[config.mk]
export PLATFORM = sky130hd
export DESIGN_NAME = prbs_link_status_monitor
export DESIGN_NICKNAME = d
export VERILOG_FILES = /design/src/rtl/prbs_link_pkg.sv /design/src/rtl/prbs_channel.sv /design/src/rtl/prbs_link_status_monitor.sv
export SDC_FILE = /design/constraint.sdc
export NUM_CORES = 1
export LEC_CHECK = 0
export ABC_AREA = 1
export BUFFER_PORTS_ARGS = -buffer_cell sky130_fd_sc_hd__buf_2
export CAP_MARGIN = 15
export CORE_ASPECT_RATIO = 0.5
export CORE_MARGIN = 5
export CORE_UTILIZATION = 65
export DETAILED_ROUTE_END_ITERATION = 12
export PLACE_DENSITY = 0.91
export RECOVER_POWER = 50
export SLEW_MARGIN = 15
export SYNTH_ARGS = -nofsm -noshare
export SYNTH_HDL_FRONTEND = slang
export SYNTH_HIERARCHICAL = 1
export SYNTH_SLANG_ARGS = --single-unit
[constraint.sdc]
create_clock -name clk_sys -period 2.63 [get_ports clk_sys]
set_input_delay 0.526 -clock clk_sys [delete_from_list [all_inputs] [get_ports clk_sys]]
set_output_delay 0.526 -clock clk_sys [all_outputs]
set_load 0.01 [all_outputs]
[src/rtl/prbs_link_pkg.sv]
/*
 Constants for the PRBS link status monitor: pattern polynomial, link thresholds,
 bring-up timing and tie-off values.
 Assumes one system clock at 200 MHz; channel data already in that domain's timing.
*/
package prbs_link_pkg;

    localparam int         PRBS_WIDTH      = 31;
    localparam logic [30:0] PRBS_SEED      = 31'h7FFF_FFFF;
    localparam int         PRBS_TAP_A      = 30;
    localparam int         PRBS_TAP_B      = 27;

    localparam int         MATCH_RUN_UP    = 128;
    localparam int         MISMATCH_LIMIT  = 4;
    localparam int         WINDOW_LEN      = 256;

    localparam int         CLK_PERIOD_PS   = 5000;
    localparam int         INIT_WAIT_NS    = 130000;
    localparam int         INIT_WAIT_CYC   = (INIT_WAIT_NS * 1000) / CLK_PERIOD_PS;
    localparam int         RESET_PULSE_CYC = 16;

    localparam logic [2:0] TIE_LOOPBACK    = 3'h0;
    localparam logic [3:0] TIE_PRBS_SEL    = 4'h0;
    localparam logic       TIE_POLARITY    = 1'b0;

endpackage

[src/rtl/prbs_channel.sv]
/*
 One transceiver channel's stimulus and checker: raw PRBS-31 generator on transmit,
 self-synchronising PRBS-31 checker on receive, with optional bit inversion as the
 only format adaptation.
 Assumes transmit and receive words are in the clk_sys domain.
*/
`timescale 1ns/1ps
module prbs_channel
    import prbs_link_pkg::*;
#(
    parameter int W = 32
) (
    input  wire logic         clk_sys,
    input  wire logic         reset_n,
    input  wire logic         invert_fmt,
    input  wire logic         tx_ready,
    output logic [W-1:0]      tx_data,
    input  wire logic [W-1:0] rx_data,
    input  wire logic         rx_valid,
    output logic              match
);
    logic [30:0]  gen_reg;
    logic [30:0]  gen_next;
    logic [30:0]  chk_reg;
    logic [30:0]  chk_next;
    logic [W-1:0] gen_word;
    logic [W-1:0] err_word;
    logic [W-1:0] rx_norm;
    logic [W-1:0] tx_data_next;

    // Serial LFSR unrolled over one word, first bit in LSB
    always_comb begin
        gen_next = gen_reg;
        gen_word = '0;
        chk_next = chk_reg;
        err_word = '0;
        for (int i = 0; i < W; i++) begin
            gen_word[i] = gen_next[PRBS_TAP_A] ^ gen_next[PRBS_TAP_B];
            gen_next    = {gen_next[29:0], gen_word[i]};
            err_word[i] = rx_norm[i] ^ chk_next[PRBS_TAP_A] ^ chk_next[PRBS_TAP_B];
            chk_next    = {chk_next[29:0], rx_norm[i]};
        end
    end

    // Receive and transmit adaptation: polarity only, nothing protocol-like
    assign rx_norm      = invert_fmt ? ~rx_data : rx_data;
    assign tx_data_next = invert_fmt ? ~gen_word : gen_word;

    always_ff @(posedge clk_sys) begin
        if (!reset_n) begin
            gen_reg <= PRBS_SEED;
            tx_data <= '0;
        end else if (tx_ready) begin
            gen_reg <= gen_next;
            tx_data <= tx_data_next;
        end
    end

    // Checker seeds itself from received bits, so it locks once 31 clean bits are in (one word when W is 31 or more)
    always_ff @(posedge clk_sys) begin
        if (!reset_n) begin
            chk_reg <= '0;
            match   <= 1'b0;
        end else if (rx_valid) begin
            chk_reg <= chk_next;
            match   <= (err_word == '0) && (chk_reg != '0);
        end
    end
endmodule

[src/rtl/prbs_link_status_monitor.sv]
/*
 PRBS link status monitor: per-channel generators and checkers, match-all merge,
 link status machine, sticky link-down flag and bring-up init machine.
 Assumes all channel user interfaces are synchronous to clk_sys; external resets
 and clear inputs are debounced off chip.
*/
`timescale 1ns/1ps
module prbs_link_status_monitor
    import prbs_link_pkg::*;
#(
    parameter int NCH        = 4,
    parameter int W          = 32,
    parameter int RUN_UP     = MATCH_RUN_UP,
    parameter int MISS_LIMIT = MISMATCH_LIMIT,
    parameter int WIN_LEN    = WINDOW_LEN,
    parameter int INIT_WAIT  = INIT_WAIT_CYC
) (
    input  wire logic             clk_sys,
    input  wire logic             reset_n,
    input  wire logic             system_reset_request_in,
    input  wire logic             link_down_clear_in,
    input  wire logic             invert_fmt,
    input  wire logic             reset_done_in,
    input  wire logic [NCH-1:0]   tx_ready,
    input  wire logic [NCH*W-1:0] rx_data,
    input  wire logic [NCH-1:0]   rx_valid,
    output logic [NCH*W-1:0]      tx_data,
    output logic                  link_status_out,
    output logic                  link_down_latched_out,
    output logic                  reset_all_out,
    output logic                  reset_rx_out,
    output logic [2:0]            loopback_out,
    output logic [3:0]            prbs_sel_out,
    output logic                  polarity_out
);
    typedef enum logic [1:0] {
        LINK_DOWN = 2'b01,
        LINK_UP   = 2'b10
    } link_state_e;

    typedef enum logic [3:0] {
        INIT_IDLE  = 4'b0001,
        INIT_RESET = 4'b0010,
        INIT_SETTLE = 4'b0100,
        INIT_DONE  = 4'b1000
    } init_state_e;

    logic [NCH-1:0] match_raw;
    logic [NCH-1:0] match_meta_reg;
    logic [NCH-1:0] match_sync_reg;
    logic           match_all;

    link_state_e    link_reg;
    link_state_e    link_next;
    logic [15:0]    run_reg;
    logic [15:0]    win_reg;
    logic [15:0]    miss_reg;
    logic           win_end;
    logic           miss_hit;
    logic           run_hit;

    logic           clr_meta_reg;
    logic           clr_sync_reg;
    logic           req_meta_reg;
    logic           req_sync_reg;
    logic           req_prev_reg;
    logic           req_fall;

    init_state_e    init_reg;
    init_state_e    init_next;
    logic [31:0]    wait_reg;
    logic           wait_hit;
    logic           pulse_hit;

    genvar g;
    generate
        for (g = 0; g < NCH; g++) begin : gen_ch
            prbs_channel #(.W(W)) u_ch (
                .clk_sys    (clk_sys),
                .reset_n    (reset_n),
                .invert_fmt (invert_fmt),
                .tx_ready   (tx_ready[g]),
                .tx_data    (tx_data[g*W +: W]),
                .rx_data    (rx_data[g*W +: W]),
                .rx_valid   (rx_valid[g]),
                .match      (match_raw[g])
            );
        end
    endgenerate

    // Per-channel matches synchronized before merging; costs two cycles latency
    always_ff @(posedge clk_sys) begin
        if (!reset_n) begin
            match_meta_reg <= '0;
            match_sync_reg <= '0;
        end else begin
            match_meta_reg <= match_raw;
            match_sync_reg <= match_meta_reg;
        end
    end

    assign match_all = &match_sync_reg;

    // Link machine: run counter to go up, mismatches counted per window to go down
    assign run_hit  = match_all && (run_reg == 16'(RUN_UP - 1));
    assign win_end  = (win_reg == 16'(WIN_LEN - 1));
    assign miss_hit = !match_all && (miss_reg == 16'(MISS_LIMIT - 1));

    always_comb begin
        link_next = link_reg;
        unique case (link_reg)
            LINK_DOWN: if (run_hit) link_next = LINK_UP;
            LINK_UP:   if (miss_hit) link_next = LINK_DOWN;
            default:   link_next = LINK_DOWN;
        endcase
    end

    always_ff @(posedge clk_sys) begin
        if (!reset_n || req_fall) begin
            link_reg <= LINK_DOWN;
            run_reg  <= '0;
            win_reg  <= '0;
            miss_reg <= '0;
        end else begin
            link_reg <= link_next;
            run_reg  <= match_all ? run_reg + 16'h0001 : 16'h0000;
            win_reg  <= win_end ? 16'h0000 : win_reg + 16'h0001;
            if (win_end || link_reg == LINK_DOWN)
                miss_reg <= '0;
            else if (!match_all)
                miss_reg <= miss_reg + 16'h0001;
        end
    end

    // Clear and reset request are asynchronous; two-stage synchronizers
    always_ff @(posedge clk_sys) begin
        if (!reset_n) begin
            clr_meta_reg <= 1'b0;
            clr_sync_reg <= 1'b0;
            req_meta_reg <= 1'b0;
            req_sync_reg <= 1'b0;
            req_prev_reg <= 1'b0;
        end else begin
            clr_meta_reg <= link_down_clear_in;
            clr_sync_reg <= clr_meta_reg;
            req_meta_reg <= system_reset_request_in;
            req_sync_reg <= req_meta_reg;
            req_prev_reg <= req_sync_reg;
        end
    end

    assign req_fall = req_prev_reg && !req_sync_reg;

    always_ff @(posedge clk_sys) begin
        if (!reset_n) begin
            link_status_out       <= 1'b0;
            link_down_latched_out <= 1'b1;
        end else begin
            link_status_out <= (link_next == LINK_UP) && !req_fall;
            // Set wins over clear so a drop during clear is never missed
            if (link_status_out && !((link_next == LINK_UP) && !req_fall))
                link_down_latched_out <= 1'b1;
            else if (clr_sync_reg)
                link_down_latched_out <= 1'b0;
        end
    end

    // Init machine: wait for reset done, wait for link, pulse rx reset on timeout
    assign wait_hit  = (wait_reg == 32'(INIT_WAIT - 1));
    assign pulse_hit = (wait_reg == 32'(RESET_PULSE_CYC - 1));

    always_comb begin
        init_next = init_reg;
        unique case (init_reg)
            INIT_IDLE:  if (reset_done_in) init_next = INIT_SETTLE;
            INIT_RESET: if (pulse_hit) init_next = INIT_IDLE;
            INIT_SETTLE: begin
                if (link_status_out)
                    init_next = INIT_DONE;
                else if (wait_hit)
                    init_next = INIT_RESET;
            end
            INIT_DONE:  if (!link_status_out) init_next = INIT_SETTLE;
            default:    init_next = INIT_IDLE;
        endcase
        if (req_fall)
            init_next = INIT_IDLE;
    end

    always_ff @(posedge clk_sys) begin
        if (!reset_n) begin
            init_reg      <= INIT_IDLE;
            wait_reg      <= '0;
            reset_all_out <= 1'b0;
            reset_rx_out  <= 1'b0;
        end else begin
            init_reg      <= init_next;
            wait_reg      <= (init_next != init_reg) ? 32'h0000_0000 : wait_reg + 32'h0000_0001;
            reset_all_out <= req_fall;
            reset_rx_out  <= (init_next == INIT_RESET);
        end
    end

    // Unused core controls held at configuration constants
    always_ff @(posedge clk_sys) begin
        loopback_out <= TIE_LOOPBACK;
        prbs_sel_out <= TIE_PRBS_SEL;
        polarity_out <= TIE_POLARITY;
    end
endmodule

==> impl_metrics.toml <==
[cts]
clock_tree.root_cell = "clkbuf_16"
clk_pin_slew_ns = 0.07
cts.repair_timing.setup_buffer_count = 0
cts.sink_count = 483
cts_buffers = 44
clkLatencyLatePin_ns = 0.57
postcts_resize_cnt = 0
post_cts_hold_buffer_count = 0
cts.htree.levels = 2
cts_buffer_depth = 3
tritoncts = "done"

[timing]
hold_viol = 0
report.final.slew_viol_count = 166
fin_setup_tns_ns = 0
final_setup_skew_ns = 0.0173
grt_setup_unrepaired = "false"
worst_slew_margin_rel = -0.159
period_minus_slack_ns = 2.25
max_freq_ghz = 0.444
final_cycle_utilization_of_the_critical_path = 0.857
setup_viol = 0
final_ws_setup_ns = 0.375
worst_slew_pin_slew_ns = 1.74

[floorplan]
core_area_sq_mm = 0.0434
die_h_um = 158
effective_utilization_at_floorplan = 0.654
die_area_sq_mm = 0.0482
placementRows = 54
pin_count = 282
die_w_um = 305

[yosys]
synth-seq-area-share = 0.341
ys_warn_count = 6
commonest_cells_post_synth = "nand2_1, inv_1, nor2_1"
syn_inst = 4374
ys_async_sr_fraction = 0
synth_cell_types = 40
postSynthAreaPerCell_sq_um = 6.48
syn_area_sq_mm = 0.0284
post-synth-top-area-cell = "dfxtp_1"
cell_with_the_most_instances_after_synthesis = "nand2_1"
dominant_synthesized_flop_cell = "dfxtp_1"
synthTopCellsByArea = "dfxtp_1, nand2_1, inv_1"
post_synth_edffs = 0
synth.ff_latch_count = 483
synth_largest_type_area_fraction = 0.341

[worst_hold_path]
holdPathEnd = "req_meta_reg"
worst_hold_path.num_cells = 3
hold_class = "in2reg"
hold_path_startpoint = "system_reset_request_in"

[outcome]
run_status = "complete, but fails checks"
failed_checks = "capacitance limit, slew limit"

[power]
seqPwrFrac = 0.438
p_leak_nw = 16.3
peak_supply_drop_mv = 0.655
power-per-cell-area_mw_per_mm2 = 615
internal_power_w = 0.0133
swShare = 0.312
p_total_w = 0.0193
clockPowerShare = 0.350
p_comb_frac = 0.212
switching_pwr_w = 0.00601

[critical_path]
r2r_setup_slack_ns = 0.56
reg_to_reg_critical_path_startpoint = "win_reg[0]"
crit_type = "in2reg"
r2r_cells = 9
crit_slowest_cell = "clkbuf_1"
path_common_cell = "clkbuf_1"
cp-start-kind = "primary input"
timing.critical_path.arrival_ns = 2.68
cp_max_fo = 29
worst_r2r_endpoint = "miss_reg[13]"
endpoint_kind = "register"
crit_path_cell_trace = "clkbuf_1 -> clkbuf_1 -> inv_1 -> clkbuf_2 -> a21oi_1 -> o21ai_0"
timing.critical_path.required_ns = 3.06
cp_top_family = "buffers and inverters"
critical_path.n_buffers_inverters = 4
critPathMaxStageDelay_ns = 0.50

[route]
routed-wl-met2_um = 35500
dr.max_layer_used = "met5"
drt_first_iter_violations = 2189
route.layer.met1.wl_um = 29700
detailedRoute.firstPassIterationCount = 7
detail_route.wirelength_um = 72900
wl_per_cell_um = 14.1
detailed_route_via_count = 27500
antenna_left = 0
via_per_inst = 5.30
detailroute.wirelength.met3_um = 4410
drc_errors = 0

[placed_design]
routabilityCongestion = 0.949
placed_cell_area_sq_mm = 0.0299
port_buffers = 273
preCtsSetupSlack_ns = 0.330
post-dp-hpwl_um = 52500

[finish]
final_nets = 4699
largest_register_ff_count = 128
ratio_of_cells_with_drive_above_1_in_the_final_layout = 0.101
syn_to_final_growth_pct = 10.6
fin_area_sq_mm = 0.0314

[global_route]
grt_remaining_overflow = 0
grt_start_max_net_pins = 83
global_route_wire_length_before_repair_um = 119000
antenna_violations_before_repair = 12
first_global_vias = 25700
gr-usage-all-layers = 0.288

[run]
max-cap-violations = 2
worst reg2reg max path, delay by kind of cell (launching register included):
kind	cells	cell delay, ns
AND/OR/NAND/NOR	8	1.37
adder cells (fa/ha/maj)	1	0.20
flip-flops	1	0.36
layout by cell type (no fill, tap or decap), types with 30 or more instances in the layout:
cell type and n:
inv_1 644, nor2_2 30, clkbuf_16 45, buf_2 258, nand2_1 1117, xor2_1 214
xnor2_1 175, o211ai_1 44, a21oi_1 230, nor2_1 534, o21ai_0 348, nand3_1 226
dfxtp_1 483
layer usage:
metal / vias up / track usage
met1: 12500 / 0.345
li1: 13800 / -
met5: - / 0
met3: 225 / 0.0412
met4: 2 / 0.137
met2: 945 / 0.519
cells by family (layout without fill, tap and decap cells):
| kind of cell | count (synthesis) | in the layout | share of synthesized area |
|---|---|---|---|
| adders and majority gates | 6 | 6 | 0.00265 |
| xor gates and xnor gates | 401 | 401 | 0.129 |
| other | 1 | 19 | 0.000132 |
| buffers and inverters | 856 | 1061 | 0.125 |
| DFF | 483 | 483 | 0.341 |
| and+or+nand+nor | 2001 | 2001 | 0.288 |
| AOI/OAI and AO/OA | 626 | 626 | 0.115 |
worst max path at each step:
stage                     start                          to  slack (ns)  depth (start not counted)
floorplan           wait_reg[0]                 wait_reg[4]        0.91                         15
global placement     invert_fmt        gen_ch[2].u_ch/match        0.36                         12
detailed placement   invert_fmt        gen_ch[2].u_ch/match        0.33                         12
CTS                  win_reg[0]                miss_reg[13]        0.55                          9
global route            reset_n  gen_ch[2].u_ch/gen_reg[30]        0.19                          6
finish                  reset_n  gen_ch[2].u_ch/gen_reg[29]        0.38                          6
metrics by stage:
step / hold WS, ns / utilization / instances
after CTS: 0.139 / 0.724 / 5174
after floorplan: 0.390 / - / 4381
final: 0.158 / 0.723 / 5185
after global routing: 0.159 / 0.723 / 5185
after detailed placement: 0.402 / 0.689 / 5093
after global placement: 0.397 / 0.689 / 5093
layout make-up:
class	count	area [sq um]
timing repair buffer	316	1780
sequential	483	9670
antenna	11	27.5
tap	588	736
inverter	664	2490
clock inverter	16	183
clock buffer	65	1320
fill	3483	12000
multi-input combinational	3042	15200
power groups by stage:
stage	combinational [W]	clock, W	sequential (W)
6_report	0.00409	0.00674	0.00845
5_1_grt	0.00460	0.00717	0.00851
4_1_cts	0.00407	0.00686	0.00844
3_5_place_dp	0.00402	0	0.00859
3_3_place_gp	0.00390	0	0.00857
2_1_floorplan	0.00291	0	0.00856
No activity file was read; power rests on OpenSTA's default activity.
